### config.mk
export PLATFORM = sky130hd
export DESIGN_NAME = trui_unit
export DESIGN_NICKNAME = d
export VERILOG_FILES = /design/src/inc/trui_pkg.sv /design/src/hdl/trui_unit.sv
export VERILOG_INCLUDE_DIRS = /design/src /design/src/inc
export SDC_FILE = /design/constraint.sdc
export NUM_CORES = 2
export LEC_CHECK = 0
export BUFFER_PORTS_ARGS = -buffer_cell sky130_fd_sc_hd__buf_2
export CAP_MARGIN = 15
export CORE_ASPECT_RATIO = 0.6
export CORE_MARGIN = 2
export CORE_UTILIZATION = 50
export CTS_CLUSTER_DIAMETER = 150
export DETAILED_ROUTE_END_ITERATION = 10
export GPL_ROUTABILITY_DRIVEN = 0
export PLACE_DENSITY = 0.8
export SYNTH_ARGS = -nofsm -noshare
export SYNTH_HDL_FRONTEND = slang
export SYNTH_SLANG_ARGS = --single-unit
### constraint.sdc
create_clock -name REF_CLK -period 49.1 [get_ports REF_CLK]
set_input_delay 2.455 -clock REF_CLK [delete_from_list [all_inputs] [get_ports REF_CLK]]
set_output_delay 2.455 -clock REF_CLK [all_outputs]
set_load 0.02 [all_outputs]
### src/inc/trui_defines.svh
// Notes on behaviour
// RULE1: offset field holds fault minus original address
// RULE2: basic load/store immediates written as zero
// RULE3: compressed: expand, transform, then clear bit1
// RULE4: implicit guest-stage fault writes pseudoinstruction, never zero; code writes zero when guest_addr_nonzero is clear
// RULE5: read pseudo 0x2000 width32, 0x3000 width64
// RULE6: write pseudo only for accessed/dirty update
// RULE7: trap instruction register not hardwired zero
// RULE8: machine return: derive mode, clear, pop enable
// RULE9: machine return: switch modes, pc from mepc
// RULE10: supervisor return, virt off: hyp fields, sepc
// RULE11: supervisor return, virt on: guest status, vsepc
// RULE12: user trap: enable to previous, clear enable
// RULE13: user enable clear blocks user interrupts
// RULE14: user enable bits shared in status views
// RULE15: user return: pop enable, pc from uepc
// RULE16: soft pending writable, masked by soft enable
// RULE17: other user pending bits read-only
// RULE18: timer pending, masked by timer enable
// RULE19: external pending, masked by external enable
// RULE20: user pending/enable alias machine/supervisor fields
// RULE21: machine delegation routes user traps, M/U only
// RULE22: supervisor-to-user delegation writable only if delegated
// RULE23: take only pending, enabled, global enable, delegated
`ifndef TRUI_DEFINES_SVH
`define TRUI_DEFINES_SVH
`define TRUI_A_USTATUS 12'h000
`define TRUI_A_UIE 12'h004
`define TRUI_A_UIP 12'h044
`define TRUI_A_UEPC 12'h041
`define TRUI_A_MSTATUS 12'h300
`define TRUI_A_MEDELEG 12'h302
`define TRUI_A_MIDELEG 12'h303
`define TRUI_A_MIE 12'h304
`define TRUI_A_MEPC 12'h341
`define TRUI_A_MIP 12'h344
`define TRUI_A_SEDELEG 12'h102
`define TRUI_A_SIDELEG 12'h103
`define TRUI_A_SIE 12'h104
`define TRUI_A_SEPC 12'h141
`define TRUI_A_SIP 12'h144
`define TRUI_A_MTINST 12'h34a
`define TRUI_A_MODE 12'h7c0
`define TRUI_B_UIE 0
`define TRUI_B_USER_PREV_INT_ENABLE 4
`define TRUI_B_SIE 1
`define TRUI_B_SUPERVISOR_PREV_INT_ENABLE 5
`define TRUI_B_MIE 3
`define TRUI_B_MACHINE_PREV_INT_ENABLE 7
`define TRUI_B_SPP 8
`define TRUI_B_MPP 11
`define TRUI_B_MPV 39
`define TRUI_B_USOFT 0
`define TRUI_B_UTIMER 4
`define TRUI_B_UEXT 8
`define TRUI_PSEUDO_RD32 32'h00002000
`define TRUI_PSEUDO_WR32 32'h00002020
`define TRUI_PSEUDO_RD64 32'h00003000
`define TRUI_PSEUDO_WR64 32'h00003020
`define TRUI_RST_STATUS 64'h0
`endif

### src/inc/trui_pkg.sv
package trui_pkg;
   typedef enum logic [1:0] {TRUI_PRV_U = 2'h0, TRUI_PRV_S = 2'h1, TRUI_PRV_M = 2'h3} trui_priv_t;
   typedef enum logic [2:0] {TRUI_FK_NONE, TRUI_FK_LOAD, TRUI_FK_STORE, TRUI_FK_ATOMIC, TRUI_FK_HYPLS,
      TRUI_FK_GUEST_IMPLICIT} trui_fault_kind_t;
   typedef struct packed {
      logic [11:0] addr;
      logic [63:0] wdata;
      logic wr;
      logic rd;
   } trui_csr_req_t;
   typedef struct packed {
      logic valid;
      trui_fault_kind_t kind;
      logic [31:0] insn;
      logic [4:0] addr_offset;
      logic guest_addr_nonzero;
      logic ad_update;
      logic guest_width64;
   } trui_fault_t;
   typedef struct packed {
      logic machine_trap_return;
      logic supervisor_trap_return;
      logic user_trap_return;
      logic user_trap_take;
   } trui_ctl_t;
   typedef struct packed {
      logic [63:0] status;
      logic [63:0] hstatus_spv;
      logic [63:0] vsstatus;
      logic [63:0] ip;
      logic [63:0] ie;
      logic [63:0] medeleg;
      logic [63:0] mideleg;
      logic [63:0] sedeleg;
      logic [63:0] sideleg;
      logic [63:0] mepc;
      logic [63:0] sepc;
      logic [63:0] vsepc;
      logic [63:0] uepc;
      logic [63:0] pc;
      logic [31:0] tinst;
      logic [1:0] priv;
      logic virt;
      logic [63:0] rdata;
      logic uirq;
      logic [1:0] smode_sync;
   } trui_state_t;
endpackage : trui_pkg

### src/hdl/trui_unit.sv
`timescale 1ns/1ps
`default_nettype none
`include "trui_defines.svh"
module trui_unit (
   // clock and reset
   input wire logic REF_CLK,
   input wire logic RST,
   // configuration strap
   input wire logic HAS_SMODE,
   // software register port
   input wire trui_pkg::trui_csr_req_t CSR_REQ,
   output logic [63:0] CSR_RDATA,
   // trap events
   input wire trui_pkg::trui_ctl_t CTL,
   input wire trui_pkg::trui_fault_t FAULT,
   input wire logic [63:0] USER_TRAP_PC,
   // interrupt sources
   input wire logic TIMER_PEND,
   input wire logic EXT_PEND,
   // state out
   output logic [63:0] PC,
   output logic [1:0] PRIV,
   output logic VIRT,
   output logic [31:0] TRAP_INSN,
   output logic USER_IRQ
);
   import trui_pkg::*;

   trui_state_t s_q, s_d;
   logic has_s_q;
   logic [63:0] s_mask;
   logic [31:0] xf;
   logic [63:0] uip_view;
   logic [8:0] udeleg;

   // ----------------------------------------
   // strap capture
   // ----------------------------------------
   assign has_s_q = s_q.smode_sync[1];

   // ----------------------------------------
   // trap instruction transform
   // ----------------------------------------
   always_comb begin
      xf = 32'h0;
      unique case (FAULT.kind)
         TRUI_FK_LOAD: begin
            xf = {17'h0, FAULT.insn[14:0]}; // RULE2
            xf[19:15] = FAULT.addr_offset; // RULE1
         end
         TRUI_FK_STORE: begin
            xf = {7'h0, FAULT.insn[24:20], 5'h0, FAULT.insn[14:12], 5'h0, FAULT.insn[6:0]}; // RULE2
            xf[19:15] = FAULT.addr_offset; // RULE1
         end
         TRUI_FK_ATOMIC, TRUI_FK_HYPLS: begin
            xf = FAULT.insn;
            xf[19:15] = FAULT.addr_offset; // RULE1
         end
         TRUI_FK_GUEST_IMPLICIT: begin
            if (FAULT.guest_addr_nonzero) begin // RULE4
               if (FAULT.guest_width64) begin // RULE5
                  xf = FAULT.ad_update ? `TRUI_PSEUDO_WR64 : `TRUI_PSEUDO_RD64; // RULE6
               end else begin
                  xf = FAULT.ad_update ? `TRUI_PSEUDO_WR32 : `TRUI_PSEUDO_RD32; // RULE6
               end
            end
         end
         default: xf = 32'h0;
      endcase
      // insn is the expanded form when compressed; bits 1:0 then 01
      if (FAULT.kind != TRUI_FK_GUEST_IMPLICIT && FAULT.kind != TRUI_FK_NONE && FAULT.insn[1:0] != 2'h3) begin
         xf[1:0] = 2'h1; // RULE3
      end else if (FAULT.kind != TRUI_FK_GUEST_IMPLICIT && FAULT.kind != TRUI_FK_NONE) begin
         xf[1:0] = 2'h3; // RULE3
      end
   end

   // ----------------------------------------
   // next state
   // ----------------------------------------
   always_comb begin
      s_d = s_q;
      s_d.smode_sync = {s_q.smode_sync[0], HAS_SMODE};
      s_mask = has_s_q ? s_q.medeleg : 64'h0;
      uip_view = 64'h0;
      uip_view[`TRUI_B_USOFT] = s_q.ip[`TRUI_B_USOFT];
      uip_view[`TRUI_B_UTIMER] = s_q.ip[`TRUI_B_UTIMER];
      uip_view[`TRUI_B_UEXT] = s_q.ip[`TRUI_B_UEXT];
      s_d.ip[`TRUI_B_UTIMER] = TIMER_PEND; // RULE18
      s_d.ip[`TRUI_B_UEXT] = EXT_PEND; // RULE19
      s_d.rdata = 64'h0;
      if (CSR_REQ.rd) begin
         unique case (CSR_REQ.addr)
            `TRUI_A_USTATUS: s_d.rdata = s_q.status & 64'h11; // RULE14
            `TRUI_A_MSTATUS: s_d.rdata = s_q.status; // RULE14
            `TRUI_A_UIP: s_d.rdata = uip_view; // RULE20
            `TRUI_A_MIP, `TRUI_A_SIP: s_d.rdata = s_q.ip; // RULE20
            `TRUI_A_UIE: s_d.rdata = s_q.ie & 64'h111; // RULE20
            `TRUI_A_MIE, `TRUI_A_SIE: s_d.rdata = s_q.ie;
            `TRUI_A_MEDELEG: s_d.rdata = s_q.medeleg;
            `TRUI_A_MIDELEG: s_d.rdata = s_q.mideleg;
            `TRUI_A_SEDELEG: s_d.rdata = s_q.sedeleg;
            `TRUI_A_SIDELEG: s_d.rdata = s_q.sideleg;
            `TRUI_A_MEPC: s_d.rdata = s_q.mepc;
            `TRUI_A_SEPC: s_d.rdata = s_q.sepc;
            `TRUI_A_UEPC: s_d.rdata = s_q.uepc;
            `TRUI_A_MTINST: s_d.rdata = {32'h0, s_q.tinst}; // RULE7
            `TRUI_A_MODE: s_d.rdata = {61'h0, s_q.virt, s_q.priv};
            default: s_d.rdata = 64'h0;
         endcase
      end
      if (CSR_REQ.wr) begin
         unique case (CSR_REQ.addr)
            `TRUI_A_USTATUS: begin
               s_d.status[`TRUI_B_UIE] = CSR_REQ.wdata[`TRUI_B_UIE]; // RULE14
               s_d.status[`TRUI_B_USER_PREV_INT_ENABLE] = CSR_REQ.wdata[`TRUI_B_USER_PREV_INT_ENABLE];
            end
            `TRUI_A_MSTATUS: s_d.status = CSR_REQ.wdata;
            `TRUI_A_UIP, `TRUI_A_MIP, `TRUI_A_SIP: begin
               s_d.ip[`TRUI_B_USOFT] = CSR_REQ.wdata[`TRUI_B_USOFT]; // RULE16 RULE17 RULE20
            end
            `TRUI_A_UIE: begin
               s_d.ie[`TRUI_B_USOFT] = CSR_REQ.wdata[`TRUI_B_USOFT]; // RULE20
               s_d.ie[`TRUI_B_UTIMER] = CSR_REQ.wdata[`TRUI_B_UTIMER];
               s_d.ie[`TRUI_B_UEXT] = CSR_REQ.wdata[`TRUI_B_UEXT];
            end
            `TRUI_A_MIE, `TRUI_A_SIE: s_d.ie = CSR_REQ.wdata;
            `TRUI_A_MEDELEG: s_d.medeleg = CSR_REQ.wdata;
            `TRUI_A_MIDELEG: s_d.mideleg = CSR_REQ.wdata;
            `TRUI_A_SEDELEG: s_d.sedeleg = CSR_REQ.wdata & s_mask; // RULE22
            `TRUI_A_SIDELEG: s_d.sideleg = CSR_REQ.wdata & (has_s_q ? s_q.mideleg : 64'h0); // RULE22
            `TRUI_A_MEPC: s_d.mepc = CSR_REQ.wdata;
            `TRUI_A_SEPC: s_d.sepc = CSR_REQ.wdata;
            `TRUI_A_UEPC: s_d.uepc = CSR_REQ.wdata;
            default: s_d.rdata = s_d.rdata;
         endcase
      end
      if (FAULT.valid) begin
         s_d.tinst = xf; // RULE7
      end
      if (CTL.machine_trap_return) begin
         s_d.priv = s_q.status[`TRUI_B_MPP +: 2]; // RULE8
         s_d.virt = s_q.status[`TRUI_B_MPV] && (s_q.status[`TRUI_B_MPP +: 2] != TRUI_PRV_M);
         s_d.status[`TRUI_B_MPP +: 2] = 2'h0; // RULE8
         s_d.status[`TRUI_B_MPV] = 1'b0;
         s_d.status[`TRUI_B_MIE] = s_q.status[`TRUI_B_MACHINE_PREV_INT_ENABLE];
         s_d.status[`TRUI_B_MACHINE_PREV_INT_ENABLE] = 1'b1;
         s_d.pc = s_q.mepc; // RULE9
      end else if (CTL.supervisor_trap_return && !s_q.virt) begin
         s_d.priv = {1'b0, s_q.status[`TRUI_B_SPP]}; // RULE10
         s_d.virt = s_q.hstatus_spv[0];
         s_d.hstatus_spv[0] = 1'b0;
         s_d.status[`TRUI_B_SPP] = 1'b0;
         s_d.status[`TRUI_B_SIE] = s_q.status[`TRUI_B_SUPERVISOR_PREV_INT_ENABLE];
         s_d.status[`TRUI_B_SUPERVISOR_PREV_INT_ENABLE] = 1'b1;
         s_d.pc = s_q.sepc;
      end else if (CTL.supervisor_trap_return) begin
         s_d.priv = {1'b0, s_q.vsstatus[`TRUI_B_SPP]}; // RULE11
         s_d.vsstatus[`TRUI_B_SPP] = 1'b0;
         s_d.vsstatus[`TRUI_B_SIE] = s_q.vsstatus[`TRUI_B_SUPERVISOR_PREV_INT_ENABLE];
         s_d.vsstatus[`TRUI_B_SUPERVISOR_PREV_INT_ENABLE] = 1'b1;
         s_d.pc = s_q.vsepc;
      end else if (CTL.user_trap_return) begin
         s_d.status[`TRUI_B_UIE] = s_q.status[`TRUI_B_USER_PREV_INT_ENABLE]; // RULE15
         s_d.status[`TRUI_B_USER_PREV_INT_ENABLE] = 1'b1;
         s_d.pc = s_q.uepc;
      end else if (CTL.user_trap_take) begin
         s_d.status[`TRUI_B_USER_PREV_INT_ENABLE] = s_q.status[`TRUI_B_UIE]; // RULE12
         s_d.status[`TRUI_B_UIE] = 1'b0;
         s_d.uepc = USER_TRAP_PC;
      end
      // delegation source: machine regs on M/U harts, supervisor regs otherwise
      s_d.uirq = s_q.status[`TRUI_B_UIE] && (s_q.priv == TRUI_PRV_U) && // RULE13 RULE23
         |(s_q.ip[8:0] & s_q.ie[8:0] & 9'h111 & // RULE16 RULE18 RULE19
         (has_s_q ? s_q.sideleg[8:0] : s_q.mideleg[8:0])); // RULE21 RULE22
   end

   always_ff @(posedge REF_CLK or posedge RST) begin
      if (RST) begin
         s_q <= '0;
         s_q.priv <= 2'h3;
      end else begin
         s_q <= s_d;
      end
   end

   assign CSR_RDATA = s_q.rdata;
   assign PC = s_q.pc;
   assign PRIV = s_q.priv;
   assign VIRT = s_q.virt;
   assign TRAP_INSN = s_q.tinst;
   assign USER_IRQ = s_q.uirq;

   // ----------------------------------------
   // trap return, trap instruction, register view and interrupt checks
   // ----------------------------------------
   assign udeleg = has_s_q ? s_q.sideleg[8:0] : s_q.mideleg[8:0];
endmodule : trui_unit
`default_nettype wire

==> results by group <==
Status
  – Outcome: finished clean

Floorplan
  – Core Rows: 75
  – Full die area: about 0.074 mm²
  – I/O Pins: about 360
  – Core area: a little over 0.07 mm²
  – Initial Util: about half
  – Die Width: 349.5 µm
  – Die height: 211.3 µm

STA
  – Setup_tns: 0 ps
  – Setup ws final: 43180 ps
  – Final clock period utilization by the worst path: around 12%
  – Max frequency: 169.0 MHz
  – Relative slew slack: 14.18%
  – Slew Viols, Final: 0
  – Tmin final: between 5000 and 6000 ps
  – Final clock skew: between 20 and 30 ps
  – RSZ-0062 raised after global routing: no
  – Hold Vio Cnt, Final: 0
  – Least-Margin Pin Slew: about 1300 ps
  – Setup Viol. Count Final: 0

Global routing
  – GRT Util Overall: a little under a third
  – Largest net degree at the start of global routing: roughly 160
  – GRT overflow: 0
  – Vias in the first global route: about 27k
  – First-pass GRT wire length: ~170 mm
  – Initial antenna violation count: 13

Clock network
  – Resized cells post-CTS: 0
  – Clock Latency Late Sink: about 640 ps
  – CTS Buffer Depth: 3
  – H-tree levels: 3
  – CTS buffer count: 71
  – Sink Count: 745
  – Clock-pin slew on the worst setup and hold paths: about 60 ps
  – Post-CTS setup buffer count: 0
  – Cts hold-fix bufs: 0
  – CTS tree: built
  – Clock root buffer: clkbuf_16

Placed design
  – Worst slack at placement: ~42000 ps
  – Area after DPL: 0.03646 mm²
  – Port bufs: ~350
  – Final HPWL DP: slightly below 70 mm

Power and ir drop
  – Static Leak: around 19 nW
  – Power per cell area: about 34 mW/mm²
  – PnR Total Power: about 1.3 mW
  – VDD IR max: about 0.000023 V

Synthesis
  – Post-synthesis mux area share: 16.60%
  – Simple-Gate Fraction of Synth Area: about a tenth
  – Yosys cell types: 63
  – Synthesized area per cell: 10.82 µm²
  – Syn Inst Count: 3309
  – #FFs+latches synth: ~750
  – Area share of fa/ha/maj cells after synthesis: 0%
  – Post-Syn Nets: ~3.5k
  – Compound-Gate Fraction of Synth Area: about an eighth
  – Synth Cell Area: 0.03581 mm²
  – Xor and xnor area share after synthesis: 0.02446%
  – Main synth FF type: dfrtp_1
  – Post-synth EDFFs: 0
  – Area leader, netlist: dfrtp_1
  – Yosys top cell area share: between 50% and 60%
  – Asr flop ratio synth: 100.0%
  – Area contributors post-synth: dfrtp_1, mux2_2, buf_4
  – Number of synthesis warnings: 0
  – Largest family of logic cells by synthesized area: multiplexers
  – Post-synthesis sequential area ratio: a little over half

Setup path
  – Worst setup EP type: asynchronous set/reset pin
  – Worst-path maximum fanout: about 100
  – CP Class: primary input to asynchronous set/reset pin
  – Worst EP required: a little under 50000 ps
  – CP Launch Type: primary input
  – Crit path DAT: ~6500 ps

Run
  – Total of max-cap violations: 0

Layout
  – Most common cell after layout, fill and taps aside: dfrtp_1
  – Area taken by flip-flops and latches: between 0.015 and 0.02 mm²
  – Share of layout cells above drive strength 1: 27.13%
  – Commonest cells after routing, fill and taps aside: dfrtp_1, nand2_1, buf_2
  – Area occupied by multi-input gates: roughly 0.014 mm²
  – Nets: 3508
  – Post-layout util: between 50% and 60%
  – Area Overhead vs Synth: 8.442%
  – # fillers: approximately 6.0k
  – Post-route cell area: about 0.039 mm²

Detailed routing
  – Via density: approximately 6.3
  – Drt pass-1 iters: 9
  – Post-route ant nets: 0
  – Vias: 27.08k
  – Initial DRC count: 3558
  – DRC Markers: 0
  – Routed length per instance: 26.45 µm
  – Routed WL: around 110 mm

Worst hold path
  – Worst min path class: flip-flop to flip-flop
## Yosys cell counts, types with 4 or more instances
cell      number
dfrtp_1      743
nand2_1      417
mux2_2       311
buf_4        233
nor2_1       171
clkbuf_1     160
o21ai_0      150
mux2i_1      145
nand3_1      137
inv_1         97
a221oi_1      94
o21ai_1       80
a22oi_1       78
a211oi_1      66
mux2_4        60
buf_2         52
a222oi_1      49
a21oi_1       47
a31oi_1       41
o22ai_1       37
a22o_1        21
buf_1         11
buf_6         10
nor2b_1        8
and3_1         6
mux2_1         6
o21a_1         6
nand2b_1       5
nor3_1         5
and2_1         4
nand4_1        4
nor4_1         4
nor4b_1        4
## state kept, by name, summed over array words and instances, names as in the netlist
| signal | count |
|---|---|
| TRAP_INSN | 32 |
| s_d | 1 |
| PRIV | 2 |
| USER_IRQ | 1 |
| CSR_RDATA | 64 |
| s_q | 579 |
| PC | 64 |
| VIRT | 1 |
| has_s_q | 1 |
## path summary, 6_finish.rpt
check / startpoint / endpoint / slack [ps] / cells after the start
setup / recovery: RST / s_q[382] / 43180 / 6
hold reg to reg: s_d[1] / has_s_q / 360 / 0
min in group asynchronous: RST / CSR_RDATA[59] / 1910 / 2
max in group REF_CLK: CSR_REQ[66] / s_q[389] / 43570 / 6
hold / removal: s_d[1] / has_s_q / 360 / 0
setup reg to reg: has_s_q / s_q[529] / 46660 / 3
## layout make-up
class                      count  share of cell area [%]
antenna                        9                 0.05800
timing repair buffer         397                   5.504
inverter                      97                  0.9570
sequential                   745                   48.03
tap                          924                   2.977
clock buffer                  97                   5.111
multi-input combinational   2001                   36.48
clock inverter                25                  0.8893
## metrics by stage
stage	std cells	hold slack [ps]
floorplan	3309	331.2
detailed placement	4163	339.4
global route	4290	365.3
global placement	4163	342.2
CTS	4285	358.0
finish	4295	358.4
## kinds of logic (layout without fill, tap and decap cells)
kind of cell,count (synthesis),in the layout
simple gates,796,796
flops,745,745
compound gates,681,681
buf+inv,563,616
mux,523,523
xor+xnor,1,1
other cells,0,9
## where the power goes
group,switching [mW],internal [mW]
combinational,0.0684,0.0293
sequential,0.0153,0.631
clock,0.247,0.317
total,0.331,0.978
## per-layer routing
metal,wire [µm],vias up,share of wire [%],global-route usage (%)
met5,40,-,0.035,0
met4,3482,6,3.1,10.57
met3,13180,248,12,9.546
met2,47840,1540,42,42.84
met1,49070,13696,43,44.84
li1,-,11594,-,-
## worst max-delay path, stage by stage
cell and delay, ps:
buf_2 130, inv_8 430, buf_4 800, buf_4 850
buf_4 810, buf_4 860
Power figures use the tool's default switching activity.
